$ cat src/frc_timer_pkg.sv
// Constants shared by the free-running timer: register indices, field positions,
// reset values and cycle counts.
// Assumes registers are reached over a 32-bit Avalon-MM slave, one word each.
package frc_timer_pkg;

    // Register indices; the byte address is four times the index.
    localparam logic [5:0] IDX_TIMER_CONTROL   = 6'h12;
    localparam logic [5:0] IDX_TIMER_STATUS    = 6'h13;
    localparam logic [5:0] IDX_COUNTER_HIGH    = 6'h18;
    localparam logic [5:0] IDX_COUNTER_LOW     = 6'h19;
    localparam logic [5:0] IDX_ALT_COUNTER_HIGH = 6'h1a;
    localparam logic [5:0] IDX_ALT_COUNTER_LOW = 6'h1b;

    // Field positions in the control register.
    localparam int CTL_CAPTURE_IRQ_EN_BIT  = 7;
    localparam int CTL_COMPARE_IRQ_EN_BIT  = 6;
    localparam int CTL_OVERFLOW_IRQ_EN_BIT = 5;
    localparam int CTL_CAPTURE_EDGE_BIT    = 1;
    localparam int CTL_COMPARE_LEVEL_BIT   = 0;
    localparam logic [7:0] CTL_WRITE_MASK  = 8'he3;

    // Field position in the status register.
    localparam int STS_OVERFLOW_FLAG_BIT = 5;

    // Values after reset.
    localparam logic [7:0]  CTL_RESET_VALUE     = 8'h00;
    localparam logic [15:0] COUNTER_PRESET      = 16'hfffc;

    // Counting.
    localparam int COUNTER_WIDTH   = 16;
    localparam int PRESCALE_DIV    = 4;
    localparam int STARTUP_CYCLES  = 4064;
    localparam int ROLLOVER_CYCLES = 262144;

endpackage : frc_timer_pkg

$ cat src/frc_prescaler.sv
// Fixed prescaler with a power-on start-up hold for the free-running timer.
// Assumes rst and por come from logic on clk_sys; por marks a power-on reset.
`timescale 1ns/1ps

module frc_prescaler
    import frc_timer_pkg::*;
#(
    parameter int DIV        = PRESCALE_DIV,
    parameter int START_WAIT = STARTUP_CYCLES
) (
    input  wire logic clk_sys,  // System clock.
    input  wire logic rst,      // Synchronous reset, active high.
    input  wire logic por,      // High with rst when the reset is a power-on reset.
    output logic      tick,     // One-cycle count enable.
    output logic      running   // High once the start-up hold is over.
);

    localparam int DW = $clog2(DIV);
    localparam int SW = $clog2(START_WAIT + 1);

    if (DIV < 2) begin : g_bad_div
        $error("frc_prescaler: DIV must be at least 2");
    end
    if (START_WAIT < 1) begin : g_bad_wait
        $error("frc_prescaler: START_WAIT must be at least 1");
    end

    logic [DW-1:0] div_q;
    logic [SW-1:0] wait_q;

    // Only a power-on reset waits for the oscillator; other resets restart at once.
    always_ff @(posedge clk_sys) begin
        if (rst) begin
            wait_q <= por ? SW'(START_WAIT) : '0;
        end else if (wait_q != '0) begin
            wait_q <= wait_q - SW'(1);
        end
    end

    assign running = (wait_q == '0);

    always_ff @(posedge clk_sys) begin
        if (rst || !running) begin
            div_q <= '0;
        end else if (div_q == DW'(DIV - 1)) begin
            div_q <= '0;
        end else begin
            div_q <= div_q + DW'(1);
        end
    end

    assign tick = running && (div_q == DW'(DIV - 1));

    chk_tick_spacing: assert property (@(posedge clk_sys) disable iff (rst)
        tick |=> !tick [*3])
        else $error("prescaler tick came early");

endmodule : frc_prescaler

$ cat src/frc_lsb_latch.sv
// Low-byte snapshot latch for one high/low counter register pair.
// Assumes rd_high and rd_low are one-cycle pulses on the edge that samples read data.
`timescale 1ns/1ps

module frc_lsb_latch
    import frc_timer_pkg::*;
(
    input  wire logic       clk_sys,  // System clock.
    input  wire logic       rst,      // Synchronous reset, active high.
    input  wire logic [7:0] live_lsb, // Current counter low byte.
    input  wire logic       rd_high,  // High byte read taken this cycle.
    input  wire logic       rd_low,   // Low byte read taken this cycle.
    output logic [7:0]      low_view  // What the low byte register shows.
);

    logic [7:0] held_q;
    logic       frozen_q;

    // The first high read freezes the LSB; later high reads must not refresh it.
    always_ff @(posedge clk_sys) begin
        if (rst) begin
            frozen_q <= 1'b0;
            held_q   <= 8'h00;
        end else if (rd_low) begin
            frozen_q <= 1'b0;
        end else if (rd_high && !frozen_q) begin
            frozen_q <= 1'b1;
            held_q   <= live_lsb;
        end
    end

    assign low_view = frozen_q ? held_q : live_lsb;

    chk_lsb_frozen: assert property (@(posedge clk_sys) disable iff (rst)
        frozen_q && !rd_low |=> frozen_q && $stable(held_q))
        else $error("frozen low byte changed before low read");

    chk_lsb_release: assert property (@(posedge clk_sys) disable iff (rst)
        rd_low |=> low_view == live_lsb)
        else $error("low byte not transparent after low read");

endmodule : frc_lsb_latch

$ cat src/frc_timer.sv
// Free-running 16-bit timer counter with primary and alternate read pairs.
// Assumes an Avalon-MM master on clk_sys, and rst/por from logic on the same clock.
//
// Function
// - A 16-bit up counter advances once per four clocks and so repeats every 262,144 clocks.
// - Every reset loads the counter with fffc.
// - After a power-on reset the counter holds its preset until the start-up delay ends.
// - Writes to the primary high and low byte registers are ignored.
// - Reading the primary high byte freezes the low byte until the low byte is read.
// - The wrap from ffff to 0000 sets the overflow flag.
// - An interrupt is requested while the overflow flag and its enable are both set.
// - Only a primary low byte read after a status read of the set flag clears the overflow flag.
// - Counter reads in any order or number never disturb the count.
// - The alternate pair shows the same counter and never touches the flag or interrupt.
// - The alternate low byte freezes on an alternate high read until the low read.
// - Writes to the alternate pair change nothing.
// - A high byte read holds its pair until the matching low byte read ends it.
// - The control register sits at index 12 and the status register at index 13.
// - Reset clears the overflow interrupt enable.
`timescale 1ns/1ps

module frc_timer
    import frc_timer_pkg::*;
#(
    parameter int START_WAIT = STARTUP_CYCLES
) (
    input  wire logic        clk_sys,         // System clock, 100 MHz.
    input  wire logic        rst,             // Synchronous reset, active high.
    input  wire logic        por,             // High with rst for a power-on reset.
    input  wire logic [7:0]  avs_address,     // Byte address.
    input  wire logic        avs_read,        // Read request.
    input  wire logic        avs_write,       // Write request.
    input  wire logic [31:0] avs_writedata,   // Write data.
    input  wire logic [3:0]  avs_byteenable,  // Byte lanes of the write.
    output logic      [31:0] avs_readdata,    // Read data, registered.
    output logic             avs_waitrequest, // Stall until the answer is ready.
    output logic             timer_irq,       // Overflow interrupt request, level.
    output logic      [15:0] counter_value    // Live count for capture and compare.
);

    if (COUNTER_WIDTH != 16) begin : g_bad_width
        $error("frc_timer: register pairs serve a 16-bit counter only");
    end

    function automatic logic hits(input logic [7:0] addr, input logic [5:0] idx);
        hits = (addr[7:2] == idx) && (addr[1:0] == 2'b00);
    endfunction : hits

    // Bus slave: one wait state, then the answer. Side effects happen on the
    // first edge of a request, which every request has exactly once.
    logic        ack_q;
    logic        take;
    logic        rd_take;
    logic        wr_take;
    logic [31:0] readdata_q;

    assign take            = (avs_read || avs_write) && !ack_q;
    assign rd_take         = avs_read && !ack_q;
    assign wr_take         = avs_write && !ack_q;
    assign avs_waitrequest = (avs_read || avs_write) && !ack_q;
    assign avs_readdata    = readdata_q;

    always_ff @(posedge clk_sys) begin
        if (rst) begin
            ack_q <= 1'b0;
        end else begin
            ack_q <= take;
        end
    end

    logic rd_ctl;
    logic rd_sts;
    logic rd_hi;
    logic rd_lo;
    logic rd_alt_hi;
    logic rd_alt_lo;
    logic wr_ctl;

    assign rd_ctl    = rd_take && hits(avs_address, IDX_TIMER_CONTROL);
    assign rd_sts    = rd_take && hits(avs_address, IDX_TIMER_STATUS);
    assign rd_hi     = rd_take && hits(avs_address, IDX_COUNTER_HIGH);
    assign rd_lo     = rd_take && hits(avs_address, IDX_COUNTER_LOW);
    assign rd_alt_hi = rd_take && hits(avs_address, IDX_ALT_COUNTER_HIGH);
    assign rd_alt_lo = rd_take && hits(avs_address, IDX_ALT_COUNTER_LOW);
    // Counter registers decode no write at all, so writes there fall through.
    assign wr_ctl    = wr_take && avs_byteenable[0]
                       && hits(avs_address, IDX_TIMER_CONTROL);

    // Counter and prescaler.
    logic        tick;
    logic        running;
    logic [15:0] counter_q;
    logic        wrap;

    frc_prescaler #(
        .DIV        (PRESCALE_DIV),
        .START_WAIT (START_WAIT)
    ) u_prescaler (
        .clk_sys (clk_sys),
        .rst     (rst),
        .por     (por),
        .tick    (tick),
        .running (running)
    );

    assign wrap = tick && (counter_q == 16'hffff);

    // The counter sees no bus signal at all, so no read can disturb it.
    always_ff @(posedge clk_sys) begin
        if (rst) begin
            counter_q <= COUNTER_PRESET;
        end else if (tick) begin
            counter_q <= counter_q + 16'h0001;
        end
    end

    assign counter_value = counter_q;

    // Control register.
    logic [7:0] ctl_q;

    always_ff @(posedge clk_sys) begin
        if (rst) begin
            ctl_q <= CTL_RESET_VALUE;
        end else if (wr_ctl) begin
            ctl_q <= avs_writedata[7:0] & CTL_WRITE_MASK;
        end
    end

    // Overflow flag and its clear qualifier.
    logic overflow_flag_q;
    logic arm_q;

    // A wrap in the same cycle as the clearing read keeps the flag set.
    always_ff @(posedge clk_sys) begin
        if (rst) begin
            overflow_flag_q <= 1'b0;
        end else if (wrap) begin
            overflow_flag_q <= 1'b1;
        end else if (rd_lo && arm_q) begin
            overflow_flag_q <= 1'b0;
        end
    end

    // Alternate reads never reach the qualifier or the flag.
    always_ff @(posedge clk_sys) begin
        if (rst) begin
            arm_q <= 1'b0;
        end else if (rd_lo) begin
            arm_q <= 1'b0;
        end else if (rd_sts && overflow_flag_q) begin
            arm_q <= 1'b1;
        end
    end

    assign timer_irq = overflow_flag_q && ctl_q[CTL_OVERFLOW_IRQ_EN_BIT];

    // Low byte snapshots for each pair. Software should mask interrupts across
    // a pair so that another reader does not split it.
    logic [7:0] lo_view;
    logic [7:0] alt_lo_view;

    frc_lsb_latch u_primary_lsb (
        .clk_sys  (clk_sys),
        .rst      (rst),
        .live_lsb (counter_q[7:0]),
        .rd_high  (rd_hi),
        .rd_low   (rd_lo),
        .low_view (lo_view)
    );

    frc_lsb_latch u_alt_lsb (
        .clk_sys  (clk_sys),
        .rst      (rst),
        .live_lsb (counter_q[7:0]),
        .rd_high  (rd_alt_hi),
        .rd_low   (rd_alt_lo),
        .low_view (alt_lo_view)
    );

    // Read data is captured on the same edge as the snapshot, so the first high read
    // and the frozen LSB come from one count.
    logic [7:0] status_byte;

    always_comb begin
        status_byte = 8'h00;
        status_byte[STS_OVERFLOW_FLAG_BIT] = overflow_flag_q;
    end

    always_ff @(posedge clk_sys) begin
        if (rst) begin
            readdata_q <= 32'h0000_0000;
        end else if (rd_take) begin
            if (rd_ctl) begin
                readdata_q <= {24'h00_0000, ctl_q};
            end else if (rd_sts) begin
                readdata_q <= {24'h00_0000, status_byte};
            end else if (rd_hi || rd_alt_hi) begin
                readdata_q <= {24'h00_0000, counter_q[15:8]};
            end else if (rd_lo) begin
                readdata_q <= {24'h00_0000, lo_view};
            end else if (rd_alt_lo) begin
                readdata_q <= {24'h00_0000, alt_lo_view};
            end else begin
                readdata_q <= 32'h0000_0000;
            end
        end
    end

    // Checks.
    chk_reset_preset: assert property (@(posedge clk_sys)
        rst |=> counter_q == COUNTER_PRESET)
        else $error("counter not preset by reset");

    chk_count_step: assert property (@(posedge clk_sys) disable iff (rst)
        tick |=> counter_q == $past(counter_q) + 16'h0001)
        else $error("counter did not advance on tick");

    chk_count_only_tick: assert property (@(posedge clk_sys) disable iff (rst)
        !tick |=> $stable(counter_q))
        else $error("counter moved without a tick");

    chk_startup_hold: assert property (@(posedge clk_sys) disable iff (rst)
        !running |-> counter_q == COUNTER_PRESET)
        else $error("counter left preset during start-up hold");

    chk_overflow_set: assert property (@(posedge clk_sys) disable iff (rst)
        wrap |=> overflow_flag_q && counter_q == 16'h0000)
        else $error("wrap did not set overflow flag");

    // A reset also drops the flag and the control bits, so the first edge
    // after release must not blame a bus access for that change.
    chk_flag_clear_cause: assert property (@(posedge clk_sys) disable iff (rst)
        $fell(overflow_flag_q) && !$past(rst) |-> $past(rd_lo) && $past(arm_q))
        else $error("overflow flag cleared without armed low read");

    chk_alt_no_flag: assert property (@(posedge clk_sys) disable iff (rst)
        (rd_alt_hi || rd_alt_lo) && overflow_flag_q |=> overflow_flag_q)
        else $error("alternate read cleared overflow flag");

    chk_irq_follows: assert property (@(posedge clk_sys) disable iff (rst)
        wrap && ctl_q[CTL_OVERFLOW_IRQ_EN_BIT] && !wr_ctl |=> timer_irq)
        else $error("overflow did not raise interrupt");

    chk_ctl_write_only: assert property (@(posedge clk_sys) disable iff (rst)
        $changed(ctl_q) && !$past(rst) |-> $past(wr_ctl))
        else $error("control changed without a control write");

    chk_enable_reset: assert property (@(posedge clk_sys)
        rst |=> !timer_irq && !ctl_q[CTL_OVERFLOW_IRQ_EN_BIT])
        else $error("overflow enable not cleared by reset");

    chk_arm_needs_flag: assert property (@(posedge clk_sys) disable iff (rst)
        $rose(arm_q) |-> $past(rd_sts) && $past(overflow_flag_q))
        else $error("clear qualifier armed without status read of set flag");

    chk_bus_answer: assert property (@(posedge clk_sys) disable iff (rst)
        take |=> (avs_read || avs_write) |-> !avs_waitrequest)
        else $error("bus answer later than one wait state");

    chk_flag_sticky: assert property (@(posedge clk_sys) disable iff (rst)
        overflow_flag_q && !(rd_lo && arm_q) |=> overflow_flag_q)
        else $error("overflow flag dropped without a clearing read");

    chk_flag_only_wrap: assert property (@(posedge clk_sys) disable iff (rst)
        $rose(overflow_flag_q) |-> $past(wrap))
        else $error("overflow flag set without a wrap");

    chk_arm_clear: assert property (@(posedge clk_sys) disable iff (rst)
        rd_lo |=> !arm_q)
        else $error("clear qualifier kept after a low byte read");

    chk_alt_no_arm: assert property (@(posedge clk_sys) disable iff (rst)
        rd_alt_hi || rd_alt_lo |=> $stable(arm_q))
        else $error("alternate read touched the clear qualifier");

    chk_write_no_flag: assert property (@(posedge clk_sys) disable iff (rst)
        wr_take && !wrap |=> overflow_flag_q == $past(overflow_flag_q))
        else $error("write changed the overflow flag");

    chk_write_ignored: assert property (@(posedge clk_sys) disable iff (rst)
        wr_take && !wr_ctl |=> $stable(ctl_q) && $stable(arm_q))
        else $error("write outside control changed a register");

    chk_ctl_mask: assert property (@(posedge clk_sys) disable iff (rst)
        wr_ctl |=> ctl_q == ($past(avs_writedata[7:0]) & CTL_WRITE_MASK))
        else $error("control write not stored through its mask");

    chk_hi_data: assert property (@(posedge clk_sys) disable iff (rst)
        rd_hi |=> avs_readdata[7:0] == $past(counter_q[15:8]))
        else $error("high byte read did not return the count");

    chk_alt_hi_data: assert property (@(posedge clk_sys) disable iff (rst)
        rd_alt_hi |=> avs_readdata[7:0] == $past(counter_q[15:8]))
        else $error("alternate high byte read did not return the count");

    chk_status_bits: assert property (@(posedge clk_sys) disable iff (rst)
        rd_sts |=> avs_readdata == {26'h000_0000, $past(overflow_flag_q), 5'h00})
        else $error("status read did not show the overflow flag");

    chk_irq_needs_flag: assert property (@(posedge clk_sys) disable iff (rst)
        !overflow_flag_q |-> !timer_irq)
        else $error("interrupt requested without overflow flag");

    chk_rd_upper_zero: assert property (@(posedge clk_sys) disable iff (rst)
        avs_read && !avs_waitrequest |-> avs_readdata[31:8] == 24'h00_0000)
        else $error("read data upper bytes not zero");

endmodule : frc_timer

$ cat config.mk
export PLATFORM = sky130hd
export DESIGN_NAME = frc_timer
export DESIGN_NICKNAME = d
export VERILOG_FILES = /design/src/frc_timer_pkg.sv /design/src/frc_prescaler.sv /design/src/frc_lsb_latch.sv /design/src/frc_timer.sv
export SDC_FILE = /design/constraint.sdc
export NUM_CORES = 1
export LEC_CHECK = 0
export BUFFER_PORTS_ARGS = -buffer_cell sky130_fd_sc_hd__buf_2
export CORE_AREA = 2 2 95 97
export DETAILED_ROUTE_END_ITERATION = 6
export DIE_AREA = 0 0 97 99
export SYNTH_ARGS = -nofsm -noshare
export SYNTH_HDL_FRONTEND = slang
export SYNTH_SLANG_ARGS = --single-unit
$ cat constraint.sdc
create_clock -name clk_sys -period 2.9 [get_ports clk_sys]
set_input_delay 0.145 -clock clk_sys [delete_from_list [all_inputs] [get_ports clk_sys]]
set_output_delay 0.145 -clock clk_sys [all_outputs]
set_load 0.01 [all_outputs]
# Word level (Yosys, flattened, before mapping)
# Index checks and enable logic that the tools add are counted.
totals:
  in_bits: 49
  ramBits: 0
  out_inout_bits: 50
  latch_bits: 0
  reg_bits: 88
  memories: 0
  rom_bits: 0
op_classes:
  eq_ne: 8
  reduce_logical: 41
  n_mux: 12
  add_sub_neg: 3
  n_shift: 0
  order_cmp: 0
  bitwise_logic: 2
  div: 0
  multipliers: 0
ops:
  columns: ["op", "count"]
  rows:
  - ["$mux 8", 7]
  - ["$eq 6x5->1 const B", 6]
  - ["$mux 12", 3]
  - ["$logic_and 1x1->1", 24]
  - ["$add 16x1->16 const B", 1]
  - ["$eq 16x16->1 const B", 1]
  - ["$logic_not 12->1", 1]
  - ["$reduce_bool 12->1", 1]
  - ["$sub 12x1->12 const B", 1]
  - ["$reduce_or 2->1", 3]
  - ["$logic_not 1->1", 4]
  - ["$reduce_and 2->1", 2]
  - ["$reduce_bool 2->1", 2]
  - ["$logic_or 1x1->1", 3]
  - ["$add 2x1->2 const B", 1]
  - ["$eq 2x2->1 const B", 1]
  - ["$logic_not 2->1", 1]
  - ["$mux 1", 2]
  - ["$not 1->1", 2]

# Longest topological paths before layout
depth:
  depth_word: 8
  mapped_depth: 7
  mapped_depth_nobuf: 6

# Hierarchy
# A second synthesis with hierarchy kept.
hier_totals:
  cells_unflattened: 374
  hier_area_um2: 3579.7
by_module_without_submodules:
  columns: ["module", "cells_per_inst", "instances", "area_each_um2", "seq_area_each_um2"]
  rows:
  - ["frc_timer", 211, 1, 1820.5, 640.6]
  - ["frc_lsb_latch", 47, 2, 498.0, 180.2]
  - ["frc_prescaler", 69, 1, 763.2, 400.4]

# Least setup slack after synthesis
# OpenSTA, ideal clock, no wires.
synth_timing:
  path_type: "flip-flop to flip-flop"
  startpoint: "register u_prescaler.wait_q[6]"
  endpoint: "register u_prescaler.wait_q[0], enable pin"
  slack_ns: 1.111
  required_time_ns: 2.477
  n_path_buf: 0
  synth_period_minus_slack_ns: 1.789
  arrival_ns: 1.366
  setup_ns: 0.423
  stages_incl_launch_ff: 4
  cell_sequence: "edfxtp_1 -> or3_1 -> nor2_1 -> nand4_1"
synth_via:
  elab_chain_cells: 2
synth_rtl:
  columns: ["item", "line", "text"]
  rows:
  - ["start: declaration", "frc_prescaler.sv:29", "logic [SW-1:0] wait_q;"]
  - ["start signal: assignment", "frc_prescaler.sv:34", "wait_q <= por ? SW'(START_WAIT) : '0;"]
  - ["start signal: assignment", "frc_prescaler.sv:36", "wait_q <= wait_q - SW'(1);"]
  - ["$reduce_bool 12->1", "frc_prescaler.sv:35", "end else if (wait_q != '0) begin"]
  - ["$reduce_bool 2->1 (no source line)", null, null]
# No other way between the ends.
# A chain may end at the register's enable or synchronous reset.

# Worst setup path after layout
layout_timing:
  startpoint: "register u_prescaler.wait_q[6]"
  endpoint: "register u_prescaler.wait_q[10], enable pin"
# The elaborated chain is that of the path after synthesis.

==> impl_metrics.json <==
{
  "status": "completed",
  "synth-edff-count": 12,
  "die-area_sq_mm": 0.00960,
  "vias_per_cell": 5.21,
  "dr.first_iter.drc_count": 131,
  "final_nets": 457,
  "hold_violations": 0,
  "port_buffers": 44,
  "cp_data_required_time_ns": 2.76,
  "switchingPower_uw": 505,
  "critPathKind": "reg2reg",
  "crit_path_end_kind": "flip-flop",
  "post_cts_resized": 0,
  "tightest_slew_ns": 0.742,
  "antenna_found_initial": 0,
  "wirelength_mm": 7.59,
  "avgRoutedWirePerCell_um": 14.7,
  "whs_ns": 0.0393,
  "fp-row-count": 34,
  "dp.cells": 501,
  "postCtsHoldBufs": 0,
  "setup_viol": 0,
  "power.leakage_nw": 1.67,
  "power_frac_comb_pct": 8.0,
  "syn_avg_cell_area_sq_um": 9.19,
  "fin_skew_ns": 0.00994,
  "ys_seq_area_share_pct": 42.0,
  "rsz0062_at_grt": "no",
  "grt_pass1_vias": 2477,
  "crit_arrival_ns": 1.95,
  "antenna_cells": 0,
  "power_mw": 2.07,
  "root_buffer": "clkbuf_8",
  "clockPowerShare_pct": 45.1,
  "htreeDepth": 3,
  "cts.clk_slew.worst_paths_ns": 0.08,
  "critPathLaunchType": "flip-flop",
  "first_pass_iters": 4,
  "synth_async_sr_flop_share_pct": 0,
  "relSlewSlack_pct": 50.4,
  "cellPowerDensity_mw_per_mm2": 545,
  "die_w_um": 97,
  "fin_setup_tns_ns": 0,
  "fmax_mhz": 477,
  "route.detailed.drc": 0,
  "top_level_ports": 99,
  "dr_total_vias": 2691,
  "worstSkewPairLatency_ns": 0.34,
  "clk_path_buf_depth": 2,
  "drive_gt1_share_pct": 17.1,
  "initial_utilization_pct": 39.0,
  "area_growth_pct": 14.0,
  "cellInternalPower_mw": 1.57,
  "ys_warn_count": 0,
  "hold_path_class": "in2reg",
  "ir_drop_mv": 0.231,
  "dp_hpwl_mm": 5.38,
  "seqPwrFrac_pct": 47.0,
  "die_y_um": 99,
  "ant_nets": 0,
  "netlist_area_sq_mm": 0.00334,
  "cp_max_fo": 14,
  "grt_max_degree": 35,
  "cts_made_buffers": 9,
  "synth_top_area_share_pct": 31.2,
  "slew_viol_final": 0,
  "ys.flop_type": "dfxtp_1",
  "fin_crit_ns": 2.10,
  "overflow": 0,
  "ys_types": 54,
  "core_sq_mm": 0.00855,
  "synth-seq-cells": 64,
  "gp_congestion": 0.760,
  "clock-sinks": 64,
  "synth_top_cell_by_area": "dfxtp_1",
  "synthTopCellsByArea": "dfxtp_1, edfxtp_1, mux2i_1",
  "synthCells": 363,
  "cts_tree": "yes",
  "num-fill-cells": 854,
  "timing.final.crit_share_pct": 72.3,
  "grt_first_pass_wirelength_mm": 12.6,
  "gr-usage-all-layers_pct": 16.3,
  "maxCapViolCount": 0,
  "cts_setup_buffers": 0,
  "swShare_pct": 24.4,
  "final_cells": 517
}
==> through the flow <==
stage | area (sq um) | utilization [%] | setup slack [ns]
3_5_place_dp | 3550 | 41.6 | 0.800
2_1_floorplan | 3420 | - | 1.11
3_3_place_gp | 3550 | 41.6 | 0.836
4_1_cts | 3800 | 44.5 | 0.779
5_1_grt | 3800 | 44.5 | 0.558
6_report | 3800 | 44.5 | 0.802
==> power groups by stage <==
stage	Sequential (mW)	Clock (mW)	Combinational (mW)
floorplan	0.986	0	0.146
global placement	0.993	0	0.161
detailed placement	0.993	0	0.164
CTS	0.973	0.949	0.166
global route	0.980	0.993	0.187
finish	0.973	0.934	0.165
==> routing by layer <==
| layer | GRT usage [%] | vias to the layer above | wire length [um] |
|---|---|---|---|
| met1 | 22.7 | 1269 | 3720 |
| met3 | 2.77 | 4 | 326 |
| li1 | - | 1356 | - |
| met4 | 6.18 | 0 | 72 |
| met2 | 25.4 | 62 | 3480 |
| met5 | 0 | - | 0 |
==> logic make-up after synthesis <==
| kind of cell | after synthesis | share of synthesized area (%) |
|---|---|---|
| flip-flops | 64 | 42.0 |
| buffers and inverters | 49 | 8.25 |
| multiplexers | 32 | 9.64 |
| AND/OR/NAND/NOR | 152 | 24.9 |
| adder cells (fa/ha/maj) | 4 | 1.50 |
| AO/OA/AOI/OAI | 50 | 10.7 |
| XOR/XNOR | 11 | 2.89 |
| other | 1 | 0.112 |
==> synth_stat cells, types with 3 or more instances <==
master    number
dfxtp_1       52
nor2_1        49
mux2i_1       31
buf_4         24
nand3_1       17
nor3_1        15
nand2_1       13
edfxtp_1      12
inv_1         10
clkbuf_1       9
nor2b_1        9
xnor2_1        8
a21boi_0       7
a21oi_1        7
and3_1         6
nand4_1        6
nor4_1         6
o21ai_0        6
a31oi_1        5
and2_1         5
buf_1          5
a221oi_1       4
ha_1           4
o32ai_1        4
a32oi_1        3
nand2b_1       3
nor3b_1        3
or3_1          3
xor2_1         3
==> layout by cell type, fill, tap and decap left out, types with 7 or more instances in the layout <==
master	Yosys	final
a21boi_0	7	7
conb_1	1	24
dfxtp_1	52	52
nor2_1	49	49
buf_2	1	44
mux2i_1	31	31
inv_1	10	10
edfxtp_1	12	12
nor2b_1	9	9
nand2_1	13	13
nand3_1	17	17
a21oi_1	7	7
xnor2_1	8	8
nor3_1	15	15
clkbuf_8	0	10
==> registers in the layout, summed over array words and instances, names as in the netlist <==
name / count
overflow_flag_q: 1
u_primary_lsb.frozen_q: 1
u_alt_lsb.held_q: 8
u_prescaler.div_q: 2
arm_q: 1
avs_readdata: 8
counter_value: 16
u_prescaler.wait_q: 12
u_alt_lsb.frozen_q: 1
ack_q: 1
ctl_q: 5
u_primary_lsb.held_q: 8
==> critical path: stages, from the launching register on <==
cell,delay (ns)
edfxtp_1,0.45
or3_1,0.45
nor2_1,0.12
nand4_1,0.59
==> area by class of cell <==
type	count	area [sq um]	area share, %
Inverter	10	37.5	0.987
Clock inverter	5	85.1	2.24
Timing Repair Buffer	46	235	6.19
Tap cell	108	135	3.55
Clock buffer	11	163	4.28
Sequential cell	64	1400	36.9
Multi-Input combinational cell	273	1750	45.9
==> worst paths after layout <==
path                            slack, ns  cells past startpoint                       startpoint                                to
worst min-delay path                 0.04                      3                 avs_writedata[7]             ctl_q[7]$_SDFFE_PP0P_
worst max-delay path                 0.80                      3  u_prescaler.wait_q[6]$_DFFE_PP_  u_prescaler.wait_q[10]$_DFFE_PP_
worst max register to register       0.80                      3  u_prescaler.wait_q[6]$_DFFE_PP_  u_prescaler.wait_q[10]$_DFFE_PP_
worst min register to register       0.43                      1  u_prescaler.div_q[0]$_SDFF_PP0_   u_prescaler.div_q[0]$_SDFF_PP0_
No activity file was read; power rests on OpenSTA's default activity.
